[src/bmmc_pkg.sv]
// shared constants and types for the memory command decoder and its bus master
`default_nettype none
package bmmc_pkg;
	// ---------------------------------------------------------------
	// command bytes
	// ---------------------------------------------------------------
	localparam logic [7:0] CMD_READ_SCRATCHPAD_CMD  = 8'hbe; // read_scratchpad_cmd
	localparam logic [7:0] CMD_WRITE_SCRATCHPAD_CMD = 8'h4e; // write_scratchpad_cmd
	localparam logic [7:0] CMD_COPY_SCRATCHPAD_CMD  = 8'h48; // copy_scratchpad_cmd
	localparam logic [7:0] CMD_RECALL   = 8'hb8;
	localparam logic [7:0] CMD_CONV_T   = 8'h44;
	localparam logic [7:0] CMD_CONV_V   = 8'hb4;
	// ---------------------------------------------------------------
	// page layout
	// ---------------------------------------------------------------
	localparam logic [7:0] PAGE_MAX     = 8'h07;
	localparam int         PAGES        = 8;
	localparam int         PAGE_BYTES   = 8;
	localparam int         MEM_BYTES    = PAGES * PAGE_BYTES;
	localparam logic [3:0] CRC_IDX      = 4'h8;
	localparam logic [3:0] END_IDX      = 4'h9;
	localparam logic [7:0] ALL_ONES     = 8'hff;
	localparam logic [7:0] BUSY_BYTE    = 8'h00;
	localparam logic [7:0] CRC_POLY     = 8'h8c; // reflected x^8+x^5+x^4+1
	localparam logic [7:0] CRC_INIT     = 8'h00;
	// page 0 byte positions: configuration, temperature, voltage
	localparam int         CFG_BYTE     = 0;
	localparam int         CFG_AD_BIT   = 3;
	localparam int         TEMP_LO      = 1;
	localparam int         VOLT_LO      = 3;
	// ---------------------------------------------------------------
	// timing
	// ---------------------------------------------------------------
	localparam longint     CLK_HZ       = 100_000_000;
	localparam longint     NV_WRITE_MS  = 50;
	localparam longint     CONV_T_MS    = 1000;
	localparam longint     CONV_V_MS    = 2;
	// all three times round down to whole cycles
	localparam int unsigned NV_CYC = 32'((NV_WRITE_MS * CLK_HZ) / 1000);
	localparam int unsigned T_CYC  = 32'((CONV_T_MS * CLK_HZ) / 1000);
	localparam int unsigned V_CYC  = 32'((CONV_V_MS * CLK_HZ) / 1000);
	// ---------------------------------------------------------------
	// host request kinds
	// ---------------------------------------------------------------
	typedef enum logic [1:0] {OP_RESET, OP_WRITE, OP_READ} bmmc_op_t;
endpackage
`default_nettype wire

[src/bmmc_if.sv]
// byte-level link between the bus master and the memory command decoder
`timescale 1ns/1ps
`default_nettype none
interface bmmc_if;
	logic       rst_pulse; // bus reset, one cycle
	logic       wr_valid;  // master byte, one cycle
	logic [7:0] wr_byte;
	logic       rd_req;    // master read of eight slots, one cycle
	logic       rd_valid;  // device answer, one cycle
	logic [7:0] rd_byte;
	logic       drive;     // device is driving data or busy slots

	modport dev (input rst_pulse, wr_valid, wr_byte, rd_req,
		output rd_valid, rd_byte, drive);
	modport mst (output rst_pulse, wr_valid, wr_byte, rd_req,
		input rd_valid, rd_byte, drive);
endinterface
`default_nettype wire

[src/bmmc_dev.sv]
// device end: memory and conversion command decoder with scratchpad and memory pages
//
// Behaviour
// [RULE1] read command plus page streams page from 0
// [RULE2] reserved bits and bytes past end read ones
// [RULE3] bus reset aborts read, stops driving
// [RULE4] master sends only pages zero to seven
// [RULE5] copy moves scratchpad page into memory
// [RULE6] slots read 0 while copy busy
// [RULE7] memory write completes within 50 ms
// [RULE8] recall loads memory page into scratchpad, idle
// [RULE9] master recalls before reading memory contents
// [RULE10] temperature command alone starts conversion
// [RULE11] temperature busy slots 0, flag set meanwhile
// [RULE12] temperature conversion ends within one second
// [RULE13] voltage command converts input chosen by config
// [RULE14] voltage busy flag; result into page zero
// [RULE15] other commands keep working during voltage conversion
// [RULE16] slots read 0 during voltage conversion
// [RULE17] voltage conversion ends within 2 ms
// [RULE18] full read gives eight bytes plus CRC
// [RULE19] write command stores bytes from 0, reset ends
// [RULE20] bad page ignored until next bus reset
// [RULE21] nothing pending means slots read 1
`timescale 1ns/1ps
`default_nettype none
module bmmc_dev
	import bmmc_pkg::*;
#(
	parameter int unsigned NV_CYCLES = NV_CYC,
	parameter int unsigned T_CYCLES  = T_CYC,
	parameter int unsigned V_CYCLES  = V_CYC,
	parameter logic [8*MEM_BYTES-1:0] RSV_MASK = '0 // one bit per scratch bit, 1 = reserved
)
(
	input  wire logic        CLK,
	input  wire logic        RST_N,
	bmmc_if.dev              bus,
	input  wire logic [15:0] TEMP_IN,
	input  wire logic [15:0] VOLT_A_IN,
	input  wire logic [15:0] VOLT_B_IN,
	output logic             ADC_SEL,
	output logic             TEMPERATURE_BUSY_FLAG,
	output logic             ADC_BUSY_FLAG,
	output logic             NONVOLATILE_BUSY_FLAG
);
	import bmmc_pkg::*;

	// ---------------------------------------------------------------
	// parameter checks
	// ---------------------------------------------------------------
	if (NV_CYCLES < 1 || T_CYCLES < 1 || V_CYCLES < 1)
		$error("busy cycle counts must be at least one");

	typedef enum logic [2:0] {S_IDLE, S_PAGE, S_READ, S_WRITE, S_POLL, S_IGNORE} bmmc_st_t;
	typedef enum logic [1:0] {P_NONE, P_NV, P_T, P_V} bmmc_poll_t;

	bmmc_st_t    state_q;
	bmmc_poll_t  poll_q;
	logic [7:0]  cmd_q;
	logic [2:0]  page_q;
	logic [3:0]  idx_q;
	logic [7:0]  crc_q;
	logic [31:0] nv_cnt_q;
	logic [31:0] t_cnt_q;
	logic [31:0] v_cnt_q;
	logic [7:0]  scratch [MEM_BYTES];
	logic [7:0]  mem     [MEM_BYTES];
	logic [5:0]  base;
	logic [7:0]  rd_data;
	logic        poll_busy;
	logic        page_ok;
	logic        start_t;
	logic        start_v;
	logic        start_cp;

	assign base    = {page_q, 3'h0};
	assign page_ok = bus.wr_valid && bus.wr_byte <= PAGE_MAX;
	assign start_t = state_q == S_IDLE && bus.wr_valid && bus.wr_byte == CMD_CONV_T;
	assign start_v = state_q == S_IDLE && bus.wr_valid && bus.wr_byte == CMD_CONV_V;
	assign start_cp = state_q == S_PAGE && page_ok && cmd_q == CMD_COPY_SCRATCHPAD_CMD;

	assign TEMPERATURE_BUSY_FLAG = t_cnt_q != 32'h0; // RULE11
	assign ADC_BUSY_FLAG         = v_cnt_q != 32'h0; // RULE14
	assign NONVOLATILE_BUSY_FLAG = nv_cnt_q != 32'h0;

	// one CRC step over a byte, least significant bit first
	function automatic logic [7:0] crc8(input logic [7:0] c, input logic [7:0] b);
		logic [7:0] r;
		r = c;
		for (int i = 0; i < 8; i++)
			r = (r[0] ^ b[i]) ? ((r >> 1) ^ CRC_POLY) : (r >> 1);
		return r;
	endfunction

	// ---------------------------------------------------------------
	// command sequencer
	// ---------------------------------------------------------------
	always_ff @(posedge CLK) begin
		if (!RST_N) begin
			state_q <= S_IDLE;
			poll_q  <= P_NONE;
			cmd_q   <= 8'h00;
			page_q  <= 3'h0;
			idx_q   <= 4'h0;
			crc_q   <= CRC_INIT;
		end else if (bus.rst_pulse) begin
			state_q <= S_IDLE; // RULE3 RULE19
		end else begin
			unique case (state_q)
				S_IDLE: if (bus.wr_valid) begin
					cmd_q <= bus.wr_byte;
					if (bus.wr_byte == CMD_READ_SCRATCHPAD_CMD || bus.wr_byte == CMD_WRITE_SCRATCHPAD_CMD ||
						bus.wr_byte == CMD_COPY_SCRATCHPAD_CMD || bus.wr_byte == CMD_RECALL)
						state_q <= S_PAGE;
					else if (bus.wr_byte == CMD_CONV_T) begin
						state_q <= S_POLL; // RULE10
						poll_q  <= P_T;
					end else if (bus.wr_byte == CMD_CONV_V) begin
						state_q <= S_POLL;
						poll_q  <= P_V;
					end else
						state_q <= S_IGNORE;
				end
				S_PAGE: if (bus.wr_valid) begin
					page_q <= bus.wr_byte[2:0];
					idx_q  <= 4'h0;
					crc_q  <= CRC_INIT;
					if (!page_ok)
						state_q <= S_IGNORE; // RULE20
					else if (cmd_q == CMD_READ_SCRATCHPAD_CMD)
						state_q <= S_READ; // RULE1
					else if (cmd_q == CMD_WRITE_SCRATCHPAD_CMD)
						state_q <= S_WRITE; // RULE19
					else begin
						state_q <= S_POLL;
						poll_q  <= cmd_q == CMD_COPY_SCRATCHPAD_CMD ? P_NV : P_NONE; // RULE6 RULE8
					end
				end
				S_READ: if (bus.rd_req && idx_q != END_IDX) begin
					idx_q <= idx_q + 4'h1;
					if (idx_q < CRC_IDX)
						crc_q <= crc8(crc_q, rd_data); // RULE18
				end
				S_WRITE: if (bus.wr_valid && idx_q < CRC_IDX)
					idx_q <= idx_q + 4'h1;
				S_POLL, S_IGNORE: ;
				default: state_q <= S_IDLE;
			endcase
		end
	end

	// ---------------------------------------------------------------
	// scratchpad: master writes and recall
	// ---------------------------------------------------------------
	always_ff @(posedge CLK) begin
		if (state_q == S_WRITE && bus.wr_valid && !bus.rst_pulse && idx_q < CRC_IDX)
			scratch[base + {3'h0, idx_q[2:0]}] <= bus.wr_byte; // RULE19
		if (state_q == S_PAGE && !bus.rst_pulse && page_ok && cmd_q == CMD_RECALL)
			for (int i = 0; i < PAGE_BYTES; i++)
				scratch[{bus.wr_byte[2:0], 3'(i)}] <= mem[{bus.wr_byte[2:0], 3'(i)}]; // RULE8
	end

	// ---------------------------------------------------------------
	// memory pages: copy and conversion results
	// ---------------------------------------------------------------
	always_ff @(posedge CLK) begin
		if (start_cp && !bus.rst_pulse)
			for (int i = 0; i < PAGE_BYTES; i++)
				mem[{bus.wr_byte[2:0], 3'(i)}] <= scratch[{bus.wr_byte[2:0], 3'(i)}]; // RULE5
		if (t_cnt_q == 32'h1) begin
			mem[TEMP_LO]     <= TEMP_IN[7:0];
			mem[TEMP_LO + 1] <= TEMP_IN[15:8];
		end
		if (v_cnt_q == 32'h1) begin
			mem[VOLT_LO]     <= ADC_SEL ? VOLT_B_IN[7:0] : VOLT_A_IN[7:0]; // RULE14
			mem[VOLT_LO + 1] <= ADC_SEL ? VOLT_B_IN[15:8] : VOLT_A_IN[15:8];
		end
	end

	// ---------------------------------------------------------------
	// busy timers, free of the sequencer so commands go on (RULE15)
	// ---------------------------------------------------------------
	always_ff @(posedge CLK) begin
		if (!RST_N) begin
			nv_cnt_q <= 32'h0;
			t_cnt_q  <= 32'h0;
			v_cnt_q  <= 32'h0;
			ADC_SEL  <= 1'b0;
		end else begin
			if (start_cp && !bus.rst_pulse)
				nv_cnt_q <= NV_CYCLES; // RULE7
			else if (nv_cnt_q != 32'h0)
				nv_cnt_q <= nv_cnt_q - 32'h1;
			if (start_t && !bus.rst_pulse)
				t_cnt_q <= T_CYCLES; // RULE12
			else if (t_cnt_q != 32'h0)
				t_cnt_q <= t_cnt_q - 32'h1;
			if (start_v && !bus.rst_pulse) begin
				v_cnt_q <= V_CYCLES; // RULE17
				ADC_SEL <= mem[CFG_BYTE][CFG_AD_BIT]; // RULE13
			end else if (v_cnt_q != 32'h0)
				v_cnt_q <= v_cnt_q - 32'h1;
		end
	end

	// ---------------------------------------------------------------
	// read slot answers
	// ---------------------------------------------------------------
	always_comb begin
		unique case (poll_q)
			P_NV:    poll_busy = NONVOLATILE_BUSY_FLAG; // RULE6
			P_T:     poll_busy = TEMPERATURE_BUSY_FLAG; // RULE11
			P_V:     poll_busy = ADC_BUSY_FLAG; // RULE16
			default: poll_busy = 1'b0; // RULE21
		endcase
		rd_data = ALL_ONES;
		if (state_q == S_READ) begin
			if (idx_q < CRC_IDX)
				rd_data = scratch[base + {3'h0, idx_q[2:0]}]
					| RSV_MASK[{base + {3'h0, idx_q[2:0]}, 3'h0} +: 8]; // RULE2
			else if (idx_q == CRC_IDX)
				rd_data = crc_q; // RULE18
		end else if (state_q == S_POLL)
			rd_data = poll_busy ? BUSY_BYTE : ALL_ONES;
	end

	always_ff @(posedge CLK) begin
		if (!RST_N) begin
			bus.rd_valid <= 1'b0;
			bus.rd_byte  <= ALL_ONES;
		end else begin
			bus.rd_valid <= bus.rd_req && !bus.rst_pulse;
			if (bus.rd_req)
				bus.rd_byte <= rd_data;
		end
	end

	assign bus.drive = state_q == S_READ || state_q == S_POLL; // RULE3 RULE20
endmodule
`default_nettype wire

[src/flat_wrapper.sv]
// flat-port wrapper written by rule: the top's interface ports become plain ports
module bmmc_dev_flat import bmmc_pkg::*;
#(
	parameter int unsigned NV_CYCLES = NV_CYC,
	parameter int unsigned T_CYCLES  = T_CYC,
	parameter int unsigned V_CYCLES  = V_CYC,
	parameter logic [8*MEM_BYTES-1:0] RSV_MASK = '0                                         
)
  (CLK, RST_N, TEMP_IN, VOLT_A_IN, VOLT_B_IN, ADC_SEL, TEMPERATURE_BUSY_FLAG, ADC_BUSY_FLAG, NONVOLATILE_BUSY_FLAG, bus_rst_pulse, bus_wr_valid, bus_wr_byte, bus_rd_req, bus_rd_valid, bus_rd_byte, bus_drive);
  bmmc_if bus_i ();
  input  wire logic CLK;
  input  wire logic RST_N;
  input  wire logic [15:0] TEMP_IN;
  input  wire logic [15:0] VOLT_A_IN;
  input  wire logic [15:0] VOLT_B_IN;
  output logic ADC_SEL;
  output logic TEMPERATURE_BUSY_FLAG;
  output logic ADC_BUSY_FLAG;
  output logic NONVOLATILE_BUSY_FLAG;
  input wire logic [$bits(bus_i.rst_pulse)-1:0] bus_rst_pulse;
  input wire logic [$bits(bus_i.wr_valid)-1:0] bus_wr_valid;
  input wire logic [$bits(bus_i.wr_byte)-1:0] bus_wr_byte;
  input wire logic [$bits(bus_i.rd_req)-1:0] bus_rd_req;
  output wire logic [$bits(bus_i.rd_valid)-1:0] bus_rd_valid;
  output wire logic [$bits(bus_i.rd_byte)-1:0] bus_rd_byte;
  output wire logic [$bits(bus_i.drive)-1:0] bus_drive;
  assign bus_i.rst_pulse = bus_rst_pulse;
  assign bus_i.wr_valid = bus_wr_valid;
  assign bus_i.wr_byte = bus_wr_byte;
  assign bus_i.rd_req = bus_rd_req;
  assign bus_rd_valid = bus_i.rd_valid;
  assign bus_rd_byte = bus_i.rd_byte;
  assign bus_drive = bus_i.drive;
  bmmc_dev #(.NV_CYCLES(NV_CYCLES), .T_CYCLES(T_CYCLES), .V_CYCLES(V_CYCLES), .RSV_MASK(RSV_MASK)) u_core (.CLK(CLK), .RST_N(RST_N), .bus(bus_i), .TEMP_IN(TEMP_IN), .VOLT_A_IN(VOLT_A_IN), .VOLT_B_IN(VOLT_B_IN), .ADC_SEL(ADC_SEL), .TEMPERATURE_BUSY_FLAG(TEMPERATURE_BUSY_FLAG), .ADC_BUSY_FLAG(ADC_BUSY_FLAG), .NONVOLATILE_BUSY_FLAG(NONVOLATILE_BUSY_FLAG));
endmodule
[config.mk]
export PLATFORM = sky130hd
export DESIGN_NAME = bmmc_dev_flat
export DESIGN_NICKNAME = d
export VERILOG_FILES = /design/src/bmmc_pkg.sv /design/src/bmmc_if.sv /design/src/bmmc_dev.sv /design/src/flat_wrapper.sv
export SDC_FILE = /design/constraint.sdc
export NUM_CORES = 2
export LEC_CHECK = 0
export BUFFER_PORTS_ARGS = -buffer_cell sky130_fd_sc_hd__buf_4
export CORE_ASPECT_RATIO = 1.4
export CORE_MARGIN = 8
export CORE_UTILIZATION = 55
export DETAILED_ROUTE_END_ITERATION = 10
export PLACE_DENSITY_LB_ADDON = 0.08
export RECOVER_POWER = 25
export SLEW_MARGIN = 10
export SYNTH_ARGS = -nofsm -noshare
export SYNTH_HDL_FRONTEND = slang
export SYNTH_SLANG_ARGS = --single-unit
[constraint.sdc]
create_clock -name CLK -period 19.2 [get_ports CLK]
set_input_delay 4.8 -clock CLK [delete_from_list [all_inputs] [get_ports CLK]]
set_output_delay 4.8 -clock CLK [all_outputs]
set_load 0.01 [all_outputs]
==> impl_metrics.tcl <==
set metrics [dict create \
    status "finished with violations" \
    violations "antenna rules, capacitance limit, slew limit" \
    gp_congestion 1.05 \
    grt_first_pass_wirelength_mm 274 \
    setup.worst_path.class "primary input to flop" \
    holdBufCountCts 0 \
    htree_num_levels 3 \
    cts_buffers 110 \
    io_buffers 74 \
    p_per_area_mw_per_mm2 104 \
    stdcell_count 5205 \
    dp_hpwl_mm 133 \
    track_usage_pct 35.6 \
    worstSkewPairLatency_ns 0.74 \
    final_cell_mix "edfxtp_1 (1024), o21bai_1 (420), a22oi_1 (412)" \
    synth.avg_cell_area_um2 13.3 \
    r2r-start "u_core.state_q[1]$_SDFFE_PP0P_" \
    viasPerCell 7.39 \
    worstHoldPathType "flop to flop" \
    slew_viol_final 529 \
    final_min_period_over_clock_period_pct 71.3 \
    clock_skew_ns 0.0251 \
    grtUsageMet2_pct 54.2 \
    antenna_found_initial 5 \
    drc 0 \
    postRouteAntennaNets 1 \
    tightest_slew_ns 4.79 \
    place_area_mm2 0.0545 \
    wire_per_inst_um 37.5 \
    async_flop_share_pct 0 \
    required_ns 19.67 \
    clock-root-buffer "clkbuf_16" \
    ctsLongestPathBuffers 3 \
    final_common_cell "edfxtp_1" \
    max_slew_margin_pct -219 \
    tns_ns 0 \
    synth_seq_cells 1158 \
    finalInstanceArea_mm2 0.0579 \
    top_usage_layer "met2" \
    grtUsageMet3_pct 9.13 \
    cp_max_fo 64 \
    synth_nets 4037 \
    finalSetupViolCount 0 \
    synth_top_flop_cell "edfxtp_1" \
    cts.sink_count 1158 \
    startpoint_type "primary input" \
    grt_overflow 0 \
    utilization_pct 60.8 \
    irDropWorstVdd_uv 105 \
    die_area_mm2 0.106 \
    critPathCaptureType "flop" \
    cts_tree "built" \
    synth-edff-count 1024 \
    drt_iter0_markers 5701 \
    seq_area_frac_synth_pct 63.3 \
    clk_pin_slew_ns 0.06 \
    period_needed_ns 13.68 \
    synth_cell_types 90 \
    hold_violations 0 \
    row_count 134 \
    first_global_vias 37100 \
    die_w_um 278 \
    dieHeight_um 383 \
    post_cts_resized 0 \
    fillerInstances 7437 \
    drtPass1Iterations 6 \
    drv_cap 17 \
    hold_ws_ns 0.485 \
    drive_gt1_share_pct 12.4 \
    start_util_pct 55.5 \
    wl_mm 195 \
    clock.fmax_ghz 0.0731 \
    dp_cells 4993 \
    crit_arrival_ns 14.15 \
    yosys_warnings 0 \
    grt_max_degree 70 \
    synthCells 3965 \
    rsz0062_at_grt "false" \
    area_growth_pct 9.55 \
    core_area_mm2 0.0952 \
    nets 3954 \
    pin_count 75 \
    regToRegSetupSlack_ns 12.00 \
    post_cts_buffers 0 \
    hp-start "u_core.bus.rd_byte[6]$_SDFFE_PN1P_" \
    synth_area_mm2 0.0528 \
    worstSetupStartpoint "bus_wr_byte[0]" \
    grt_util_met1_pct 45.9 \
    p_leak_nw 18.1 \
    vias 38500 \
]
## cells by family after synthesis
| kind of cell | synth area share (%) |
|---|---|
| AO/OA/AOI/OAI | 19.5 |
| XOR/XNOR | 1.50 |
| adder cells (fa/ha/maj) | 0.260 |
| buffers and inverters | 3.27 |
| flip-flops | 63.3 |
| multiplexers | 5.33 |
| AND/OR/NAND/NOR | 6.91 |
## cells in the mapped netlist, drive strengths merged (82+ instances only)
cell type,number,share of area [%]
a21boi,97,1.4
clkbuf,300,2.1
o21ai,104,0.98
buf,95,0.96
nand2,120,0.85
a22oi,412,5.9
mux2i,82,1.6
nor2,197,1.4
edfxtp,1024,58
dfxtp,134,5.1
o21bai,420,6.0
a221oi,95,1.6
## state kept, by name, indices dropped and copies added, names as in the netlist
register	cells
u_core.bus.rd_valid	1
u_core.scratch	512
u_core.page_q	3
u_core.t_cnt_q	32
u_core.bus.rd_byte	8
u_core.cmd_q	8
u_core.state_q	3
u_core.nv_cnt_q	32
u_core.mem	512
u_core.v_cnt_q	32
u_core.idx_q	4
u_core.crc_q	8
u_core.poll_q	2
u_core.ADC_SEL	1
## power breakdown
group | switching, mW | internal [mW] | leakage (nW)
clock network | 0.974 | 1.26 | 1.78
registers | 0.0781 | 2.85 | 10.3
logic | 0.558 | 0.313 | 5.96
## stage by stage
stage,power [mW],setup slack (ns)
3_3_place_gp,3.79,10.04
4_1_cts,6.03,10.74
3_5_place_dp,3.83,9.98
6_report,6.03,5.52
2_1_floorplan,3.56,5.93
5_1_grt,6.22,5.71
## path summary, 6_finish.rpt
path / endpoint / cells after the start
max: u_core.scratch[32][1]$_DFFE_PP_ / 8
min: u_core.bus.rd_byte[6]$_SDFFE_PN1P_ / 2
max reg2reg: u_core.scratch[32][1]$_DFFE_PP_ / 8
min reg2reg: u_core.bus.rd_byte[6]$_SDFFE_PN1P_ / 2
## critical path, stage by stage
cell	delay (ns)
clkbuf_1	1.48
clkbuf_1	1.59
nor3b_1	0.20
buf_4	0.37
nand2_1	0.10
clkbuf_1	3.32
o21ai_1	1.61
buf_4	0.57
## per-layer routing
metal	vias up	wire length (µm)	part of all wire, %
li1	15600	-	-
met1	19200	69900	36
met2	3025	86300	44
met3	649	24500	13
met4	2	14300	7.3
met5	-	15	0.0077
## area by class of cell
class                           instances  area [µm²]  share of cell area, %
Sequential cell                      1158       33400                   57.8
Multi-Input combinational cell       2387       17800                   30.7
Clock buffer                          136        2940                   5.08
Tap cell                             1224        1530                   2.65
Timing Repair Buffer                  200        1360                   2.35
Clock inverter                         67         718                   1.24
Inverter                               25        93.8                  0.162
Antenna cell                            8        20.0                 0.0346
Note: power is estimated with default switching activity, not from simulation.
